<file path="src/reset_cause_pkg.sv">
// Constants and types shared by the reset cause block.
package reset_cause_pkg;

  // ----------------------------------------------------------------------
  // Register map
  // ----------------------------------------------------------------------
  localparam int ADDR_W = 12;
  localparam logic [11:0] CAUSE_OFFSET = 12'h000;
  localparam logic [11:0] INT_STATUS_OFFSET = 12'h004;
  localparam logic [11:0] INT_CLEAR_OFFSET = 12'h008;
  localparam logic [11:0] INT_ENABLE_OFFSET = 12'h00C;
  localparam logic [11:0] SEQ_STATUS_OFFSET = 12'h010;

  // ----------------------------------------------------------------------
  // Reset cause register fields
  // ----------------------------------------------------------------------
  localparam int CAUSE_W = 4;
  localparam int POWERUP_BIT = 0;
  localparam int EXTERNAL_BIT = 1;
  localparam int BROWNOUT_BIT = 2;
  localparam int WATCHDOG_BIT = 3;
  localparam logic [3:0] CAUSE_RESET = 4'h1;

  // ----------------------------------------------------------------------
  // Interrupt event fields
  // ----------------------------------------------------------------------
  localparam int EVENT_W = 4;
  localparam int EV_WATCHDOG_BIT = 0;
  localparam int EV_BROWNOUT_BIT = 1;
  localparam int EV_EXTERNAL_BIT = 2;
  localparam int EV_STARTUP_DONE_BIT = 3;
  localparam logic [3:0] INT_STATUS_RESET = 4'h0;
  localparam logic [3:0] INT_ENABLE_RESET = 4'h0;

  // ----------------------------------------------------------------------
  // Sequencer status fields
  // ----------------------------------------------------------------------
  localparam int SEQ_BUSY_BIT = 0;
  localparam int SEQ_BROWNOUT_LEVEL_BIT = 1;
  localparam int SEQ_EXTERNAL_LEVEL_BIT = 2;
  localparam int SEQ_COUNT_LSB = 16;

  // ----------------------------------------------------------------------
  // Timing
  // ----------------------------------------------------------------------
  localparam int CLK_FREQ_MHZ = 25;
  localparam int STARTUP_DELAY_US = 64;
  localparam int STARTUP_DELAY_CYCLES = STARTUP_DELAY_US * CLK_FREQ_MHZ;
  localparam int CNT_W = 11;
  localparam logic [10:0] STARTUP_LOAD = 11'(STARTUP_DELAY_CYCLES - 1);

  // ----------------------------------------------------------------------
  // Types
  // ----------------------------------------------------------------------
  typedef enum logic {SEQ_IDLE, SEQ_COUNT} seq_state_type;

endpackage : reset_cause_pkg
</file>
<file path="src/level_sync.sv">
// Three-stage synchroniser that accepts a change once stages two and three agree.
`timescale 1ns/100ps

module level_sync (
  // Clock and reset
  input wire logic clk,
  input wire logic rst_n,
  // Asynchronous input
  input wire logic async_in,
  // Filtered level
  output logic level
);

  typedef struct packed {
    logic stage1;
    logic stage2;
    logic stage3;
    logic level;
  } sync_state_type;

  sync_state_type st_ff;
  sync_state_type nxt_st;

  // ----------------------------------------------------------------------
  // Next state
  // ----------------------------------------------------------------------
  always_comb begin
    nxt_st = st_ff;
    nxt_st.stage1 = async_in;
    nxt_st.stage2 = st_ff.stage1;
    nxt_st.stage3 = st_ff.stage2;
    if (st_ff.stage2 == st_ff.stage3) begin
      nxt_st.level = st_ff.stage3;
    end
  end

  // ----------------------------------------------------------------------
  // State register
  // ----------------------------------------------------------------------
  always_ff @(posedge clk or negedge rst_n) begin
    if (!rst_n) begin
      st_ff <= '0;
    end else begin
      st_ff <= nxt_st;
    end
  end

  assign level = st_ff.level;

endmodule : level_sync

</file>
<file path="src/reset_cause_flags.sv">
// Reset cause flags, watchdog reset pulse and start-up delay sequencer.
`timescale 1ns/100ps

// Function
// A watchdog time-out produces an internal reset pulse exactly one clock long.
// The falling edge of that pulse starts the start-up delay counter.
// A watchdog reset sets the watchdog cause flag at bit 3.
// Watchdog, brown-out and external flags clear on power-on reset or a written zero.
// A brown-out reset sets the brown-out cause flag at bit 2.
// A reset from the external pin sets the external cause flag at bit 1.
// A power-on reset sets the power-on cause flag at bit 0.
// The power-on flag clears only by a written zero, never by any reset.
// Software should read and then clear the cause register early after start-up.
// Writing one leaves a flag unchanged and unused upper bits read as zero.
module reset_cause_flags (
  // APB clock and power-on reset
  input wire logic pclk,
  input wire logic presetn,
  // APB slave
  input wire logic psel,
  input wire logic penable,
  input wire logic pwrite,
  input wire logic [11:0] paddr,
  input wire logic [31:0] pwdata,
  input wire logic [3:0] pstrb,
  output logic [31:0] prdata,
  output logic pready,
  output logic pslverr,
  // Reset sources
  input wire logic watchdog_timeout,
  input wire logic brownout_detect,
  input wire logic external_reset_pin,
  // Reset sequencing outputs
  output logic watchdog_reset_pulse,
  output logic startup_delay_active,
  // Interrupt
  output logic irq
);

  typedef struct packed {
    reset_cause_pkg::seq_state_type seq;
    logic [reset_cause_pkg::CNT_W-1:0] count;
    logic wdt_pulse;
    logic [reset_cause_pkg::CAUSE_W-1:0] cause;
    logic [reset_cause_pkg::EVENT_W-1:0] int_status;
    logic [reset_cause_pkg::EVENT_W-1:0] int_enable;
    logic brownout_prev;
    logic external_prev;
    logic [31:0] rdata;
  } state_type;

  state_type st_ff;
  state_type nxt_st;

  logic brownout_level;
  logic external_level;
  logic brownout_rise;
  logic external_rise;
  logic sel_cause;
  logic sel_int_status;
  logic sel_int_clear;
  logic sel_int_enable;
  logic sel_seq_status;
  logic addr_hit;
  logic access_phase;
  logic setup_phase;
  logic wr_lane0;
  logic [reset_cause_pkg::CAUSE_W-1:0] cause_set;
  logic [reset_cause_pkg::CAUSE_W-1:0] cause_clear;
  logic [reset_cause_pkg::EVENT_W-1:0] events;
  logic [reset_cause_pkg::EVENT_W-1:0] int_clear;
  logic [31:0] read_mux;
  logic startup_done;

  // ----------------------------------------------------------------------
  // Input synchronisers
  // ----------------------------------------------------------------------
  level_sync u_brownout_sync (
    .clk(pclk),
    .rst_n(presetn),
    .async_in(brownout_detect),
    .level(brownout_level)
  );

  level_sync u_external_sync (
    .clk(pclk),
    .rst_n(presetn),
    .async_in(external_reset_pin),
    .level(external_level)
  );

  assign brownout_rise = brownout_level & ~st_ff.brownout_prev;
  assign external_rise = external_level & ~st_ff.external_prev;

  // ----------------------------------------------------------------------
  // APB decode
  // ----------------------------------------------------------------------
  assign sel_cause = (paddr == reset_cause_pkg::CAUSE_OFFSET);
  assign sel_int_status = (paddr == reset_cause_pkg::INT_STATUS_OFFSET);
  assign sel_int_clear = (paddr == reset_cause_pkg::INT_CLEAR_OFFSET);
  assign sel_int_enable = (paddr == reset_cause_pkg::INT_ENABLE_OFFSET);
  assign sel_seq_status = (paddr == reset_cause_pkg::SEQ_STATUS_OFFSET);
  assign addr_hit = sel_cause | sel_int_status | sel_int_clear |
                    sel_int_enable | sel_seq_status;
  assign setup_phase = psel & ~penable;
  assign access_phase = psel & penable;
  assign wr_lane0 = access_phase & pwrite & pstrb[0] & addr_hit;

  // ----------------------------------------------------------------------
  // Read data selection
  // ----------------------------------------------------------------------
  always_comb begin
    read_mux = 32'h00000000;
    if (sel_cause) begin
      read_mux[reset_cause_pkg::CAUSE_W-1:0] = st_ff.cause;
    end else if (sel_int_status) begin
      read_mux[reset_cause_pkg::EVENT_W-1:0] = st_ff.int_status;
    end else if (sel_int_enable) begin
      read_mux[reset_cause_pkg::EVENT_W-1:0] = st_ff.int_enable;
    end else if (sel_seq_status) begin
      read_mux[reset_cause_pkg::SEQ_BUSY_BIT] =
        (st_ff.seq == reset_cause_pkg::SEQ_COUNT);
      read_mux[reset_cause_pkg::SEQ_BROWNOUT_LEVEL_BIT] = brownout_level;
      read_mux[reset_cause_pkg::SEQ_EXTERNAL_LEVEL_BIT] = external_level;
      read_mux[reset_cause_pkg::SEQ_COUNT_LSB +: reset_cause_pkg::CNT_W] =
        st_ff.count;
    end
  end

  // ----------------------------------------------------------------------
  // Flag set and clear terms
  // ----------------------------------------------------------------------
  always_comb begin
    cause_set = '0;
    cause_set[reset_cause_pkg::WATCHDOG_BIT] = nxt_st.wdt_pulse;
    cause_set[reset_cause_pkg::BROWNOUT_BIT] = brownout_rise;
    cause_set[reset_cause_pkg::EXTERNAL_BIT] = external_rise;
    cause_clear = '0;
    int_clear = '0;
    if (wr_lane0 && sel_cause) begin
      // A written zero clears a flag and a written one leaves it alone.
      cause_clear = ~pwdata[reset_cause_pkg::CAUSE_W-1:0];
    end
    if (wr_lane0 && sel_int_clear) begin
      int_clear = pwdata[reset_cause_pkg::EVENT_W-1:0];
    end
  end

  always_comb begin
    events = '0;
    events[reset_cause_pkg::EV_WATCHDOG_BIT] = nxt_st.wdt_pulse;
    events[reset_cause_pkg::EV_BROWNOUT_BIT] = brownout_rise;
    events[reset_cause_pkg::EV_EXTERNAL_BIT] = external_rise;
    events[reset_cause_pkg::EV_STARTUP_DONE_BIT] = startup_done;
  end

  // ----------------------------------------------------------------------
  // Next state
  // ----------------------------------------------------------------------
  always_comb begin
    nxt_st = st_ff;
    startup_done = 1'b0;

    // A time-out held high yields a one-cycle pulse on every second cycle.
    nxt_st.wdt_pulse = watchdog_timeout & ~st_ff.wdt_pulse;

    nxt_st.brownout_prev = brownout_level;
    nxt_st.external_prev = external_level;

    case (st_ff.seq)
      reset_cause_pkg::SEQ_IDLE: begin
        if (st_ff.wdt_pulse) begin
          // The pulse falls in this cycle, so the delay starts now.
          nxt_st.seq = reset_cause_pkg::SEQ_COUNT;
          nxt_st.count = reset_cause_pkg::STARTUP_LOAD;
        end
      end
      reset_cause_pkg::SEQ_COUNT: begin
        if (st_ff.wdt_pulse) begin
          nxt_st.count = reset_cause_pkg::STARTUP_LOAD;
        end else if (st_ff.count == '0) begin
          nxt_st.seq = reset_cause_pkg::SEQ_IDLE;
          startup_done = 1'b1;
        end else begin
          nxt_st.count = st_ff.count - 1'b1;
        end
      end
      default: begin
        nxt_st.seq = reset_cause_pkg::SEQ_IDLE;
        nxt_st.count = '0;
      end
    endcase

    // Set wins over a clear in the same cycle.
    nxt_st.cause = (st_ff.cause & ~cause_clear) | cause_set;
    nxt_st.int_status = (st_ff.int_status & ~int_clear) | events;

    if (wr_lane0 && sel_int_enable) begin
      nxt_st.int_enable = pwdata[reset_cause_pkg::EVENT_W-1:0];
    end

    if (setup_phase && !pwrite) begin
      nxt_st.rdata = read_mux;
    end
  end

  // ----------------------------------------------------------------------
  // State register
  // ----------------------------------------------------------------------
  always_ff @(posedge pclk or negedge presetn) begin
    if (!presetn) begin
      st_ff.seq <= reset_cause_pkg::SEQ_IDLE;
      st_ff.count <= '0;
      st_ff.wdt_pulse <= 1'b0;
      st_ff.cause <= reset_cause_pkg::CAUSE_RESET;
      st_ff.int_status <= reset_cause_pkg::INT_STATUS_RESET;
      st_ff.int_enable <= reset_cause_pkg::INT_ENABLE_RESET;
      st_ff.brownout_prev <= 1'b0;
      st_ff.external_prev <= 1'b0;
      st_ff.rdata <= 32'h00000000;
    end else begin
      st_ff <= nxt_st;
    end
  end

  // ----------------------------------------------------------------------
  // Outputs
  // ----------------------------------------------------------------------
  assign prdata = st_ff.rdata;
  assign pready = 1'b1;
  assign pslverr = access_phase & ~addr_hit;
  assign watchdog_reset_pulse = st_ff.wdt_pulse;
  assign startup_delay_active = (st_ff.seq == reset_cause_pkg::SEQ_COUNT);
  assign irq = |(st_ff.int_status & st_ff.int_enable);

endmodule : reset_cause_flags

</file>
<file path="config.mk">
export PLATFORM = sky130hd
export DESIGN_NAME = reset_cause_flags
export DESIGN_NICKNAME = d
export VERILOG_FILES = /design/src/reset_cause_pkg.sv /design/src/level_sync.sv /design/src/reset_cause_flags.sv
export SDC_FILE = /design/constraint.sdc
export NUM_CORES = 1
export LEC_CHECK = 0
export BUFFER_PORTS_ARGS = -buffer_cell sky130_fd_sc_hd__buf_2
export CORE_ASPECT_RATIO = 0.9
export CORE_MARGIN = 5
export CORE_UTILIZATION = 36
export CTS_CLUSTER_DIAMETER = 60
export DETAILED_ROUTE_END_ITERATION = 16
export PLACE_DENSITY = 0.68
export SLEW_MARGIN = 20
export SYNTH_ARGS = -nofsm -noshare
export SYNTH_HDL_FRONTEND = slang
export SYNTH_SLANG_ARGS = --single-unit
</file>
<file path="constraint.sdc">
create_clock -name pclk -period 2.1 [get_ports pclk]
set_input_delay 0.315 -clock pclk [delete_from_list [all_inputs] [get_ports pclk]]
set_output_delay 0.315 -clock pclk [all_outputs]
set_load 0.02 [all_outputs]
</file>
; ---- Yosys cells after proc, flatten, opt, wreduce, memory -nomap -nowiden
; Cells that the tools add are included.
[op_classes]
addsub = 1
eq_ne = 8
mux = 20
bitwise_logic = 27
n_reduce_logical = 9
[ops]
columns = cell, count
row1 = $mux W11, 6
row2 = $eq A12 B4 Y1 const B, 2
row3 = $pmux W12 S2, 1
row4 = $mux W4, 4
row5 = $and A4 B4 Y4, 3
row6 = $eq A12 B3 Y1 const B, 1
row7 = $eq A12 B5 Y1 const B, 1
row8 = $logic_not A12 Y1, 1
row9 = $mux W12, 1
row10 = $not A4 Y4, 3
row11 = $logic_not A11 Y1, 1
row12 = $sub A11 B1 Y11 const B, 1
row13 = $and A1 B1 Y1, 9
row14 = $or A4 B4 Y4, 2
row15 = $mux W1, 6
row16 = $mux W3, 2
row17 = $not A1 Y1, 6
row18 = $logic_and A1 B1 Y1, 4
row19 = $or A1 B1 Y1, 4
row20 = $reduce_or A4 Y1, 1
row21 = $ne A3 B3 Y1 const B, 1
row22 = $eq A1 B1 Y1, 2
row23 = $ne A2 B2 Y1 const B, 1
row24 = $reduce_and A2 Y1, 1
row25 = $logic_not A1 Y1, 1
[word_totals]
register_bits = 50
input_bits = 56
output_inout_bits = 37
word_cells = 82

; ---- Longest topological paths before layout
[depth]
depth_word = 11
mapped_depth = 6

; ---- Cells and area by module
; A second synthesis with hierarchy kept.
[hier_totals]
hier_cells = 228
hier_area_um2 = 2494.9
[modules_own_cells]
columns = mod, n_inst, cells_per_inst, area_each_um2, seq_area_each_um2
row1 = reset_cause_flags, 1, 218, 2272.2, 1052.3
row2 = level_sync, 2, 5, 111.4, 100.1

; ---- Worst setup path after synthesis
; Ideal clock, no wire load.
[synth_path]
kind = flip-flop to flip-flop
startpoint = register st_ff[47] (netlist name)
endpoint = register st_ff[47] (netlist name)
arrival_ns = 1.672
setup_slack_ns = 0.307
stages_incl_launch_ff = 7
path_buffers = 0
synth_period_minus_slack_ns = 1.793
cell_sequence = dfrtp_1 inv_1 ha_1 or4b_4 o41ai_4 xnor2_1 nand2b_1
[synth_via]
elab_chain_cells = 4
word_cells_on_any_way = 7
[synth_lines]
columns = item, line_no
row1 = "start, declared", reset_cause_flags.sv:52  ; state_type st_ff;
row2 = "start signal, assigned", reset_cause_flags.sv:222  ; st_ff <= nxt_st;
row3 = $sub A11 B1 Y11, reset_cause_flags.sv:185  ; nxt_st.count = st_ff.count - 1'b1;
row4 = $mux W11, reset_cause_flags.sv:181  ; end else if (st_ff.count == '0) begin
row5 = $mux W11, reset_cause_flags.sv:179  ; if (st_ff.wdt_pulse) begin
row6 = $pmux W12 S2, reset_cause_flags.sv:170  ; case (st_ff.seq)
; Several ways; a longest one is shown, not always the timed one. The select of a mux whose other input is x is not followed.
; A chain may end at the register's enable or synchronous reset.

; ---- Worst setup path in the final report
; Same ends and word-level chain as after synthesis.

==> reports/summary.txt <==
Final WL: 5110 um
Worst VDD drop: 0.000262 V
Worst hold path class: primary input to async pin
Die ar.: 8810 sq um
Primary FF master, synth: dfrtp_1
Vias in the first global route: 1649
Starting Density: 36.4%
Mapped Area: 2530 sq um
Distinct cells, synth: 54
Clk_lat worst skew: 290 ps
Overall global routing resource usage: 11.9%
Final worst slack: 259 ps
FILL cells: 690
CTS Hold Bufs: 0
Critical Path Stages: 6
M1 GR Usage: 17.1%
FF-to-FF Start: st_ff[47]
IO Pins: 93
GP Congestion: 0.854
Worst-path cell chain: inv_1, ha_1, or4b_4, o41ai_4, xnor2_1, nand2b_1
CTS clk-pin slew, worst paths: 90 ps
PwrDens: 638 nW/um^2
P_int: 0.00130 W
Clock Path Buffers: 2
Switching share of power: 26.9%
Fraction of registers with async set or reset after synthesis: 100%
Met3 Usage GRT: 2.81%
H-tree depth: 2
CTS root buffer: clkbuf_8
RSZ-0062 raised after global routing: false
Fin. Hold Viols: 0
Part of the power in registers: 58.8%
Maximum fanout along the worst path: 4
CP endpoint: st_ff[47]
Gate power share: 10.8%
Setup Fix Bufs, Post-CTS: 0
Crit. End Element: flip-flop
Crit path time final: 1840 ps
Post-synth EDFFs: 0
Finished Cell Area: 2780 sq um
Max-cap violations: 0
Clock skew: 4.84 ps
Met2 usage: 18.0%
Switching power: 0.000477 W
CP bufs+invs: 1
Post-route antenna net violation count: 0
Setup TNS Final: 0 ps
DP Worst Slack: 121 ps
Count leader, synth: dfrtp_1
Crit-path leading delay family: simple AND/OR/NAND/NOR gates
Clock tree from TritonCTS: built
Pin count of the biggest net entering global routing: 51
Die Span Y: 89.6 um
Initial antenna violation count: 0
Most instantiated cells after synthesis: 49 x dfrtp_1, 33 x buf_4, 16 x nand2_1, 14 x nor2_1, 11 x a22o_1
Final period utilization: 87.7%
Ant diodes: 0
Worst EP required: 2290 ps
Startpoint types: flip-flop
DP HPWL: 3890 um
DR vias/cell: 4.91
Total chip power: 0.00177 W
Syn Area/Cell: 10.6 sq um
R2r worst-path depth: 6
Synth top area cells: dfrtp_1 48%, buf_4 9.8%, a22o_1 3.8%, nand2_1 2.4%, o31ai_1 2.4%
Floorplan row count: 29
Slew HR: 59.0%
Top cell type's share of synthesized area: 48.4%
DRT iter0 DRCs: 148
Residual DRC count: 0
Leakage: 1.28 nW
Chip width: 98.4 um
GRT busiest layer: met2
DP Area: 2690 sq um
Total core area: 6970 sq um
Buffers on Ports: 43
Setup CP Type: flip-flop to flip-flop
Total grt overflow: 0
Layout cell share with drive strength beyond 1: 24.4%
Vias: 1788
Post-synthesis cell count: 238
CP startpoint: st_ff[47]
Slew @ Worst Pin: 616 ps
Final core utilization: 39.9%
Layout Nets: 328
Status: finished, final reports clean
FF-to-FF End: st_ff[47]
Seq/Total Area, Yosys: 49.5%
Final Max Tran Viols: 0
First-pass GRT wire length: 8510 um
R2r setup slk: 260 ps
Synthesis Warnings: 0
Area Overhead vs Synth: 9.68%
WP data arrival: 2030 ps
DRT Pass-1 Iters: 4
Max Fclk: 0.543 GHz
Avg WL per Cell: 14.0 um
TritonCTS Buffers: 5
CP max stage cell: or4b_4
Number of synthesized register bits: 50
Post-cts resize count: 0
Final setup viols: 0
Area leader, netlist: dfrtp_1
Clock power frac: 30.4%
Peak per-stage delay on the critical path: 500 ps
CTS Sinks: 50
[power groups by stage]
stage | logic [W] | registers, W | clock network [W]
3_3_place_gp | 0.000189 | 0.00106 | 0
3_5_place_dp | 0.000193 | 0.00106 | 0
5_1_grt | 0.000217 | 0.00105 | 0.000590
6_report | 0.000192 | 0.00104 | 0.000538
2_1_floorplan | 0.000143 | 0.00105 | 0
4_1_cts | 0.000194 | 0.00104 | 0.000557
[cells in the final DEF (no fill, tap or decap), types with 3 or more instances in the layout]
| master | netlist | routed |
|---|---|---|
| nand2_1 | 16 | 16 |
| o31ai_1 | 8 | 8 |
| nor2b_1 | 4 | 4 |
| inv_1 | 6 | 6 |
| and2_0 | 3 | 3 |
| nor3b_1 | 4 | 4 |
| clkbuf_8 | 0 | 5 |
| nor2_1 | 14 | 14 |
| o21ai_0 | 3 | 3 |
| a31oi_1 | 9 | 9 |
| dfrtp_1 | 49 | 49 |
| buf_4 | 33 | 5 |
| a21oi_1 | 10 | 10 |
| nand2b_1 | 5 | 5 |
| mux2_1 | 4 | 4 |
| buf_2 | 1 | 43 |
| a22o_1 | 11 | 11 |
| and4_1 | 3 | 3 |
| nor3_1 | 4 | 4 |
| conb_1 | 2 | 18 |
| or3_1 | 4 | 4 |
[sequential cells by signal (all words and copies together) (netlist names)]
register,cells
watchdog_reset_pulse,1
u_external_sync.level,1
st_ff,25
u_external_sync.st_ff,1
u_brownout_sync.level,1
u_brownout_sync.st_ff,1
startup_delay_active,1
prdata,15
u_brownout_sync.nxt_st,2
u_external_sync.nxt_st,2
[metrics by stage]
step	hold WS [ps]	std cells
floorplan	19.4	254
global placement	333	357
detailed placement	337	357
CTS	111	364
global route	108	364
finish	110	364
[how the worst min path moves through the flow]
| stage | startpoint | end | slack, ps | cells after the start |
|---|---|---|---|---|
| 6_report | presetn | u_brownout_sync.nxt_st[2] | 110 | 2 |
| 5_1_grt | external_reset_pin | u_external_sync.nxt_st[2] | 110 | 1 |
| 2_1_floorplan | presetn | prdata[0] | 20 | 0 |
| 4_1_cts | brownout_detect | u_brownout_sync.nxt_st[2] | 110 | 1 |
| 3_3_place_gp | u_external_sync.nxt_st[2] | u_external_sync.nxt_st[1] | 330 | 0 |
| 3_5_place_dp | u_external_sync.nxt_st[2] | u_external_sync.nxt_st[1] | 340 | 0 |
[final cells by class]
class                           count  area, sq um  share of cell area [%]
Sequential cell                    50         1250                    45.1
Multi-Input combinational cell    160         1050                    37.8
Timing Repair Buffer               48          253                    9.10
Tap cell                           93          116                    4.19
Clock buffer                        5         68.8                    2.48
Inverter                            6         22.5                   0.811
Clock inverter                      2         15.0                   0.541
[routing by layer]
layer  vias up  share of wire [%]
li1        877                  -
met5         -                  0
met3         6                6.0
met4         0                1.3
met2        55                 45
met1       850                 48
[kinds of logic after synthesis]
| kind of cell | share of synthesized area (%) |
|---|---|
| adders and majority gates | 1.28 |
| muxes | 2.17 |
| and+or+nand+nor | 18.9 |
| DFF | 49.5 |
| xor gates and xnor gates | 1.04 |
| buffers and inverters | 11.5 |
| other | 0.297 |
| AOI/OAI and AO/OA | 15.4 |
(Power assumes the default switching activity.)
